===== src/rtl/cdma_pkg.sv =====
package cdma_pkg;

  // ---------------------------------------------------------------
  // Register offsets inside the relocatable I/O block
  // ---------------------------------------------------------------
  localparam logic [3:0] CDMA_OFS_ADDR0 = 4'h0;
  localparam logic [3:0] CDMA_OFS_ADDR1 = 4'h1;
  localparam logic [3:0] CDMA_OFS_ADDR2 = 4'h2;
  localparam logic [3:0] CDMA_OFS_ADDR3 = 4'h3;
  localparam logic [3:0] CDMA_OFS_CNT0 = 4'h4;
  localparam logic [3:0] CDMA_OFS_CNT1 = 4'h5;
  localparam logic [3:0] CDMA_OFS_CNT2 = 4'h6;
  localparam logic [3:0] CDMA_OFS_CMD_STAT = 4'h8;
  localparam logic [3:0] CDMA_OFS_SOFT_REQ = 4'h9;
  localparam logic [3:0] CDMA_OFS_MODE = 4'hb;
  localparam logic [3:0] CDMA_OFS_MCLEAR = 4'hd;
  localparam logic [3:0] CDMA_OFS_MASK = 4'hf;

  // ---------------------------------------------------------------
  // Field positions
  // ---------------------------------------------------------------
  localparam int CDMA_CMD_DISABLE_BIT = 2;
  localparam int CDMA_SOFT_REQ_BIT = 2;
  localparam int CDMA_MASK_BIT = 0;
  localparam int CDMA_MODE_REQ_LSB = 6;
  localparam int CDMA_MODE_DEC_BIT = 5;
  localparam int CDMA_MODE_AUTO_BIT = 4;
  localparam int CDMA_MODE_TYPE_LSB = 2;
  localparam int CDMA_BLK_SHIFT = 4;

  // ---------------------------------------------------------------
  // Reset values
  // ---------------------------------------------------------------
  localparam logic [31:0] CDMA_ADDR_RST = 32'h0000_0000;
  localparam logic [23:0] CDMA_CNT_RST = 24'h00_0000;
  localparam logic [7:0] CDMA_MODE_RST = 8'h00;
  localparam logic CDMA_MASK_RST = 1'b1;
  localparam logic [7:0] CDMA_TOP_FORCED = 8'h00;

  // ---------------------------------------------------------------
  // Encodings
  // ---------------------------------------------------------------
  localparam logic [1:0] CDMA_SEL_OFF = 2'h0;
  localparam logic [1:0] CDMA_SEL_INPUT_ACK = 2'h1;
  localparam logic [1:0] CDMA_SEL_PROTECT_IO16 = 2'h2;
  localparam logic [1:0] CDMA_SEL_BATTERY_SPEAKER = 2'h3;

  typedef enum logic [1:0] {
    CDMA_REQ_DEMAND,
    CDMA_REQ_SINGLE,
    CDMA_REQ_BLOCK,
    CDMA_REQ_NONE
  } cdma_req_mode_e;

  typedef enum logic [1:0] {
    CDMA_TYPE_VERIFY,
    CDMA_TYPE_WRITE,
    CDMA_TYPE_READ,
    CDMA_TYPE_RSVD
  } cdma_xfer_type_e;

  // Byte-wide I/O request from the legacy DMA master
  typedef struct packed {
    logic rd;
    logic wr;
    logic [15:0] addr;
    logic [7:0] wdata;
  } cdma_io_req_s;

  // Slave configuration and card control settings
  typedef struct packed {
    logic [15:0] base;
    logic wide_addr;
    logic xfer16;
    logic request_polarity;
    logic [1:0] dma_enable;
  } cdma_cfg_s;

endpackage


===== src/rtl/cdma_slave.sv =====
`timescale 1ns/1ps
module cdma_slave
  import cdma_pkg::*;
(
  input wire logic core_clk_i,
  input wire logic rst_i,
  input wire cdma_io_req_s io_req_i,
  input wire cdma_cfg_s cfg_i,
  input wire logic card_input_ack_i,
  input wire logic card_protect_io16_i,
  input wire logic card_battery_speaker_i,
  input wire logic xfer_done_i,
  output logic [7:0] io_rdata_o,
  output logic io_hit_o,
  output logic dma_req_o,
  output logic [31:0] mem_addr_o,
  output logic xfer_to_mem_o,
  output logic terminal_count_o
);

  // ---------------------------------------------------------------
  // State
  // ---------------------------------------------------------------
  typedef struct packed {
    logic [2:0][2:0] pin_sync;
    logic [2:0] pin_lvl;
    logic [31:0] base_addr;
    logic [31:0] cur_addr;
    logic [23:0] base_cnt;
    logic [23:0] cur_cnt;
    logic cmd_disable;
    logic [7:0] mode;
    logic mask;
    logic tc_flag;
    logic soft_req;
    logic block_run;
    logic single_gap;
    logic [7:0] rdata;
    logic hit;
    logic req;
    logic [31:0] mem_addr;
    logic to_mem;
    logic tc_pulse;
  } cdma_state_s;

  // Registered state, its next value and the reset image
  cdma_state_s st_ff;
  cdma_state_s nxt_st;
  cdma_state_s rst_st;

  // Combinational helpers
  logic [2:0] pins;
  logic sel_lvl;
  logic card_req;
  logic io_hit;
  logic [3:0] ofs;
  logic wr;
  logic rd;
  logic last;
  logic [23:0] cnt_dec;
  logic [31:0] addr_step;
  logic [7:0] top_byte;
  cdma_req_mode_e req_mode;
  cdma_xfer_type_e xfer_type;
  logic served;

  assign pins = {card_battery_speaker_i, card_protect_io16_i, card_input_ack_i};
  assign req_mode = cdma_req_mode_e'(st_ff.mode[CDMA_MODE_REQ_LSB +: 2]);
  assign xfer_type = cdma_xfer_type_e'(st_ff.mode[CDMA_MODE_TYPE_LSB +: 2]);

  // Reset image, shared by rst_i and the master-clear write
  always_comb begin
    rst_st = '0;
    rst_st.base_addr = CDMA_ADDR_RST;
    rst_st.cur_addr = CDMA_ADDR_RST;
    rst_st.base_cnt = CDMA_CNT_RST;
    rst_st.cur_cnt = CDMA_CNT_RST;
    rst_st.mode = CDMA_MODE_RST;
    rst_st.mask = CDMA_MASK_RST;
  end

  // ---------------------------------------------------------------
  // Request selection and register decode
  // ---------------------------------------------------------------
  always_comb begin
    // Block decode: only the upper twelve address bits take part
    io_hit = io_req_i.addr[15:CDMA_BLK_SHIFT] == cfg_i.base[15:CDMA_BLK_SHIFT];
    ofs = io_req_i.addr[3:0];
    wr = io_req_i.wr & io_hit;
    rd = io_req_i.rd & io_hit;
    // Route the chosen card pin
    case (cfg_i.dma_enable)
      CDMA_SEL_INPUT_ACK: sel_lvl = st_ff.pin_lvl[0];
      CDMA_SEL_PROTECT_IO16: sel_lvl = st_ff.pin_lvl[1];
      CDMA_SEL_BATTERY_SPEAKER: sel_lvl = st_ff.pin_lvl[2];
      default: sel_lvl = 1'b0;
    endcase
    // Polarity applied; pin ignored while DMA is off
    card_req = (cfg_i.dma_enable != CDMA_SEL_OFF) &&
               (cfg_i.request_polarity ? sel_lvl : ~sel_lvl);
    // Count runs to zero and then one more; wide count only with wide addressing
    last = cfg_i.wide_addr ? (st_ff.cur_cnt == 24'h00_0000)
                           : (st_ff.cur_cnt[15:0] == 16'h0000);
    // Count step, top byte held at zero for the legacy count width
    cnt_dec = st_ff.cur_cnt - 24'h00_0001;
    if (!cfg_i.wide_addr) begin
      cnt_dec[23:16] = 8'h00;
    end
    // Next address one unit up or down
    addr_step = st_ff.mode[CDMA_MODE_DEC_BIT] ? st_ff.cur_addr - 32'h0000_0001
                                              : st_ff.cur_addr + 32'h0000_0001;
    // A done pulse counts only while the request stands
    served = xfer_done_i & st_ff.req;
  end

  // ---------------------------------------------------------------
  // Next state
  // ---------------------------------------------------------------
  always_comb begin
    nxt_st = st_ff;
    // One-cycle outputs fall back unless set again below
    nxt_st.tc_pulse = 1'b0;
    nxt_st.hit = io_req_i.rd & io_hit;
    nxt_st.single_gap = 1'b0;

    // Three-stage pin sampling; level moves once stages two and three agree
    for (int i = 0; i < 3; i++) begin
      nxt_st.pin_sync[i] = {st_ff.pin_sync[i][1:0], pins[i]};
      if (st_ff.pin_sync[i][1] == st_ff.pin_sync[i][2]) begin
        nxt_st.pin_lvl[i] = st_ff.pin_sync[i][2];
      end
    end

    // Read data: current values, reserved and write-only read zero
    nxt_st.rdata = 8'h00;
    if (rd) begin
      case (ofs)
        CDMA_OFS_ADDR0: nxt_st.rdata = st_ff.cur_addr[7:0];
        CDMA_OFS_ADDR1: nxt_st.rdata = st_ff.cur_addr[15:8];
        CDMA_OFS_ADDR2: nxt_st.rdata = st_ff.cur_addr[23:16];
        CDMA_OFS_ADDR3: nxt_st.rdata = st_ff.cur_addr[31:24];
        CDMA_OFS_CNT0: nxt_st.rdata = st_ff.cur_cnt[7:0];
        CDMA_OFS_CNT1: nxt_st.rdata = st_ff.cur_cnt[15:8];
        CDMA_OFS_CNT2: nxt_st.rdata = st_ff.cur_cnt[23:16];
        CDMA_OFS_CMD_STAT: nxt_st.rdata = {{4{~card_req}}, {4{st_ff.tc_flag}}};
        CDMA_OFS_MODE: nxt_st.rdata = st_ff.mode;
        CDMA_OFS_MASK: nxt_st.rdata = {7'h00, st_ff.mask};
        default: nxt_st.rdata = 8'h00;
      endcase
      // Status read consumes the terminal-count flag
      if (ofs == CDMA_OFS_CMD_STAT) begin
        nxt_st.tc_flag = 1'b0;
      end
    end

    // Address and count writes load base values and their current copies; other writes set their own field
    if (wr) begin
      case (ofs)
        CDMA_OFS_ADDR0: begin
          nxt_st.base_addr[7:0] = io_req_i.wdata;
          nxt_st.cur_addr[7:0] = io_req_i.wdata;
        end
        CDMA_OFS_ADDR1: begin
          nxt_st.base_addr[15:8] = io_req_i.wdata;
          nxt_st.cur_addr[15:8] = io_req_i.wdata;
        end
        CDMA_OFS_ADDR2: begin
          nxt_st.base_addr[23:16] = io_req_i.wdata;
          nxt_st.cur_addr[23:16] = io_req_i.wdata;
        end
        CDMA_OFS_ADDR3: begin
          nxt_st.base_addr[31:24] = io_req_i.wdata;
          nxt_st.cur_addr[31:24] = io_req_i.wdata;
        end
        CDMA_OFS_CNT0: begin
          nxt_st.base_cnt[7:0] = io_req_i.wdata;
          nxt_st.cur_cnt[7:0] = io_req_i.wdata;
        end
        CDMA_OFS_CNT1: begin
          nxt_st.base_cnt[15:8] = io_req_i.wdata;
          nxt_st.cur_cnt[15:8] = io_req_i.wdata;
        end
        CDMA_OFS_CNT2: begin
          nxt_st.base_cnt[23:16] = io_req_i.wdata;
          nxt_st.cur_cnt[23:16] = io_req_i.wdata;
        end
        CDMA_OFS_CMD_STAT: nxt_st.cmd_disable = io_req_i.wdata[CDMA_CMD_DISABLE_BIT];
        CDMA_OFS_SOFT_REQ: nxt_st.soft_req = io_req_i.wdata[CDMA_SOFT_REQ_BIT];
        CDMA_OFS_MODE: nxt_st.mode = io_req_i.wdata;
        CDMA_OFS_MASK: nxt_st.mask = io_req_i.wdata[CDMA_MASK_BIT];
        default: nxt_st.mode = nxt_st.mode;
      endcase
    end

    // Block mode starts on a card request or the software request bit
    if (req_mode == CDMA_REQ_BLOCK && !st_ff.mask && (card_req || st_ff.soft_req)) begin
      nxt_st.block_run = 1'b1;
    end

    // One transaction served by the master
    if (served) begin
      nxt_st.cur_addr = addr_step;
      nxt_st.cur_cnt = cnt_dec;
      if (req_mode == CDMA_REQ_SINGLE) begin
        nxt_st.single_gap = 1'b1;
      end
      if (last) begin
        nxt_st.tc_flag = 1'b1;
        nxt_st.tc_pulse = 1'b1;
        nxt_st.block_run = 1'b0;
        nxt_st.soft_req = 1'b0;
        if (st_ff.mode[CDMA_MODE_AUTO_BIT]) begin
          nxt_st.cur_addr = st_ff.base_addr;
          nxt_st.cur_cnt = st_ff.base_cnt;
        end else begin
          nxt_st.mask = 1'b1;
        end
      end
    end

    // Request to the system, never while off, masked or disabled
    // Single mode leaves a one-cycle gap after each transaction
    nxt_st.req = 1'b0;
    if (cfg_i.dma_enable != CDMA_SEL_OFF && !nxt_st.mask && !nxt_st.cmd_disable &&
        xfer_type != CDMA_TYPE_RSVD && !nxt_st.single_gap && !nxt_st.tc_pulse) begin
      case (req_mode)
        CDMA_REQ_DEMAND: nxt_st.req = card_req;
        CDMA_REQ_SINGLE: nxt_st.req = card_req;
        CDMA_REQ_BLOCK: nxt_st.req = nxt_st.block_run;
        default: nxt_st.req = 1'b0;
      endcase
    end

    // Memory address and direction of the next transaction
    nxt_st.to_mem = xfer_type != CDMA_TYPE_READ;
    top_byte = (nxt_st.to_mem && !cfg_i.wide_addr) ? CDMA_TOP_FORCED
                                                  : nxt_st.cur_addr[31:24];
    // 16-bit mode skips address bit 16 of the register
    if (cfg_i.xfer16) begin
      nxt_st.mem_addr = {top_byte, nxt_st.cur_addr[23:17], nxt_st.cur_addr[15:0],
                         1'b0};
    end else begin
      nxt_st.mem_addr = {top_byte, nxt_st.cur_addr[23:0]};
    end

    // Master clear writes reset the whole channel, whatever the data
    // Pin samplers are kept so that a clear does not fake a request edge;
    // the slave configuration lives outside this state and is untouched
    if (wr && ofs == CDMA_OFS_MCLEAR) begin
      nxt_st = rst_st;
      nxt_st.pin_sync = st_ff.pin_sync;
      nxt_st.pin_lvl = st_ff.pin_lvl;
    end
  end

  // ---------------------------------------------------------------
  // State register
  // ---------------------------------------------------------------
  // Synchronous reset loads the same image as a master clear, so the two
  // paths cannot drift apart; the pin samplers restart from zero here and
  // need a few edges before a card request is seen
  always_ff @(posedge core_clk_i) begin
    if (rst_i) begin
      st_ff <= rst_st;
    end else begin
      st_ff <= nxt_st;
    end
  end

  // ---------------------------------------------------------------
  // Outputs
  // ---------------------------------------------------------------

  // Outputs straight from the state register
  assign io_rdata_o = st_ff.rdata;
  assign io_hit_o = st_ff.hit;
  assign dma_req_o = st_ff.req;
  assign mem_addr_o = st_ff.mem_addr;
  assign xfer_to_mem_o = st_ff.to_mem;
  assign terminal_count_o = st_ff.tc_pulse;

endmodule


===== config.mk =====
export PLATFORM = sky130hd
export DESIGN_NAME = cdma_slave
export DESIGN_NICKNAME = d
export VERILOG_FILES = /design/src/rtl/cdma_pkg.sv /design/src/rtl/cdma_slave.sv
export SDC_FILE = /design/constraint.sdc
export NUM_CORES = 1
export LEC_CHECK = 0
export ABC_AREA = 1
export BUFFER_PORTS_ARGS = -buffer_cell sky130_fd_sc_hd__buf_2
export CORE_ASPECT_RATIO = 1.5
export CORE_MARGIN = 5
export CORE_UTILIZATION = 55
export CTS_CLUSTER_SIZE = 12
export DETAILED_ROUTE_END_ITERATION = 16
export GPL_TIMING_DRIVEN = 0
export PLACE_DENSITY = 0.77
export SLEW_MARGIN = 5
export SYNTH_ARGS = -nofsm -noshare
export SYNTH_HDL_FRONTEND = slang
export SYNTH_SLANG_ARGS = --single-unit

===== constraint.sdc =====
create_clock -name core_clk_i -period 2.3 [get_ports core_clk_i]
set_input_delay 0.115 -clock core_clk_i [delete_from_list [all_inputs] [get_ports core_clk_i]]
set_output_delay 0.115 -clock core_clk_i [all_outputs]
set_load 0.01 [all_outputs]

==> results.cfg <==
[placement]
hpwl_um = 35700
number_of_input_and_output_port_buffers_inserted = 91
gp_routability_congestion = 1.10
place_ws_ns = -0.780

[logic_synthesis]
synthesis.instances = 1952
synth-seq-cells = 174
fraction_of_the_yosys_area_taken_by_sequential_cells_pct = 30.0
synthDistinctLibCells = 45
synth_fp_nets = 2038
mappedNetlistArea_mm2 = 0.0116
post-synth-top-area-cell = dfxtp_1
yosys_warnings = 0
yosys.area.top_type_share_pct = 30.0
synth.avg_cell_area_um2 = 5.96
leading_cell_types_by_total_area_after_synthesis = dfxtp_1 30%, nand2_1 21%, nor2_1 8.0%

[routing]
drc = 0
vias = 13500
wl_per_cell_um = 19.9
via_per_inst = 5.71
wl_um = 46900
detailedRoute.firstPassIterationCount = 6
count_of_nets_left_with_antenna_violations_after_detail_routing = 0
detail_route.iter0.violations = 979

[worst_setup_path]
startpoint_of_the_worst_register_to_register_path = st_ff[54]
startpoint_to_endpoint_class_of_the_critical_path = register to register
r2r.worst_path.cells = 12
cp_launch_type = register
rrSetupSlack_ns = -0.01
cp-end-kind = register
timing.critical_path.fanout_max = 15
data_arrival_critical_path_ns = 2.62
worstReg2RegEnd = mem_addr_o[30]
worstPathRequired_ns = 2.60

[worst_hold_path]
hold_class = primary input to register
worst_hold_end = st_ff[143]
hold_path_depth = 3
min-delay-start = io_req_i[5]

[sta]
max_freq_ghz = 0.432
timing.max_slew.rel_slack_pct = 42.2
grt_setup_unrepaired = true
maxSlewViolCount = 0
final.setup_skew_ns = 0.0130
final_hold_violation_count = 0
hold_ws_ns = 0.0140
fin_tns_setup_ns = -0.0149
timing.final.crit_share_pct = 101
setup_ws_ns = -0.0149
timing.final.setup_violations = 1
tightest_slew_ns = 0.867
time_the_final_worst_path_needs_with_i_o_delays_and_setup_ns = 2.31

[global_routing]
globalRouteTotalUtil_pct = 37.5
first_pass_grt_wire_length_um = 69500
grt_max_degree = 18
grt_pass1_vias = 13000
initial_antenna_violation_count = 0
gr-total-overflow = 0

[final_layout]
insertedDiodeCount = 0
mostFrequentLayoutCell = nand2_1
nNetsFinal = 2162
layout_common_cells = 620 x nand2_1, 229 x inv_1, 228 x nor2_1
area_growth_pct = 17.7
final_layout_size_suffix_gt1_share_pct = 15.2

[floorplanning]
fp-row-count = 65
ios = 97
coreArea_mm2 = 0.0209
floorplan.die.width_um = 129
die_area_mm2 = 0.0242
die_h_um = 188
initial_core_util_pct = 55.6

[status]
status = finished, violations left
violations = negative setup slack

[power]
total_leakage_power_uw = 0.00692
power.density_mw_per_mm2 = 465
ir_worst_vdd_uv = 484

[flow_run]
drv_cap = 0

[clock_tree]
cts.clk_slew.worst_paths_ns = 0.07
cts_made_buffers = 17
clockRootBuffer = clkbuf_16
cts.path.max_buffers = 2
tritoncts_num_sinks = 174
h-tree-depth = 4
clkLatencyLatePin_ns = 0.45
cts_tree = yes
==> worst max path at each step <==
stage | cells after the start | endpoint | start | slack, ns
after floorplan | 14 | mem_addr_o[16] | st_ff[54] | 0.04
after global placement | 12 | mem_addr_o[28] | st_ff[54] | -0.74
after detailed placement | 12 | mem_addr_o[28] | st_ff[54] | -0.78
after CTS | 14 | mem_addr_o[16] | st_ff[54] | -0.04
after global routing | 13 | st_ff[136] | st_ff[54] | -0.12
final | 12 | mem_addr_o[30] | st_ff[54] | -0.01
==> through the flow <==
stage                     instance area (um^2)  util [%]  power [uW]  instances
final                                    13700      65.5        6360       2357
after global routing                     13700      65.5        6510       2357
after CTS                                13200      63.1        6340       2350
after detailed placement                 12400      59.4        3440       2311
after global placement                   12400      59.4        3440       2311
after floorplan                          11600         -        3280       1952
==> power breakdown <==
part           internal, uW  switching, uW
Combinational           105            258
Clock                  1570           1400
Sequential             3020           5.52
==> state kept, by name, indices dropped and copies added (netlist names) <==
name              flops
dma_req_o             1
st_ff               135
xfer_to_mem_o         1
terminal_count_o      1
io_rdata_o            8
mem_addr_o           25
io_hit_o              1
req_mode              2
==> cell families after synthesis <==
logic type / count (synthesis) / share of synthesized area [%]
compound gates: 321 / 15.0
xor+xnor: 32 / 2.41
fa+ha+maj: 33 / 3.62
buf+inv: 339 / 12.7
flops: 174 / 30.0
simple gates: 1053 / 36.3
==> metal layers <==
layer	track usage (%)	part of all wire, %	vias up
li1	-	-	6409
met1	40.8	35	6090
met3	6.41	8.4	242
met5	0	0	-
met4	27.8	8.6	0
met2	63.9	48	714
==> worst max-delay path: stages, from the launching register on <==
cell     delay [ns]
dfxtp_4        0.36
buf_12         0.16
ha_1           0.40
nand2_2        0.14
nor2_4         0.22
and3_1         0.18
nand2_1        0.08
nand2_2        0.19
nand2_1        0.10
nand3_1        0.10
nand3_1        0.10
nand2_1        0.09
a21oi_1        0.06
==> timing repair <==
item / 4_1_cts / 5_1_grt
resized for setup: 37 / 110
hold buffers: 3 / 0
buffers inserted: 5 / 7
endpoints found under the hold margin: 3 / 0
endpoints found under the setup margin: 78 / 69
gates cloned: 0 / 1
pin swaps: 0 / 14
==> synthesized netlist by cell type <==
cell type and count:
clkinv_1 3, inv_2 3, buf_4 43, ha_1 32
o21ai_0 131, o21ai_1 3, o21a_1 1, o211ai_2 1
dfxtp_1 174, nand4_1 24, or2_0 6, buf_1 2
a221oi_1 1, nor4_1 4, o2111ai_1 3, o21ai_2 2
o22ai_1 5, inv_1 230, nand3_1 103, nand3_2 1
o221ai_1 3, nor3_2 1, nor2_2 4, fa_1 1
nand2_1 647, or2_2 1, nand2_2 1, nor2_1 248
buf_6 2, nor3_1 7, xnor2_1 10, a31oi_1 5
clkbuf_1 34, a2111oi_0 1, xor2_1 22, and3_1 2
o211ai_1 12, nand3b_1 4, a21oi_1 135, a21o_1 1
a21boi_0 2, a22o_1 3, o21bai_1 7, a211oi_1 5
buf_2 22
==> area by class of cell <==
type / count / area (um^2)
Fill cell: 2026 / 7210
Multi-Input combinational cell: 1439 / 7140
Sequential cell: 174 / 3490
Inverter: 236 / 888
Timing Repair Buffer: 107 / 637
Buffer: 101 / 602
Clock buffer: 19 / 443
Tap cell: 268 / 335
Clock inverter: 13 / 149
(Power assumes the default switching activity.)
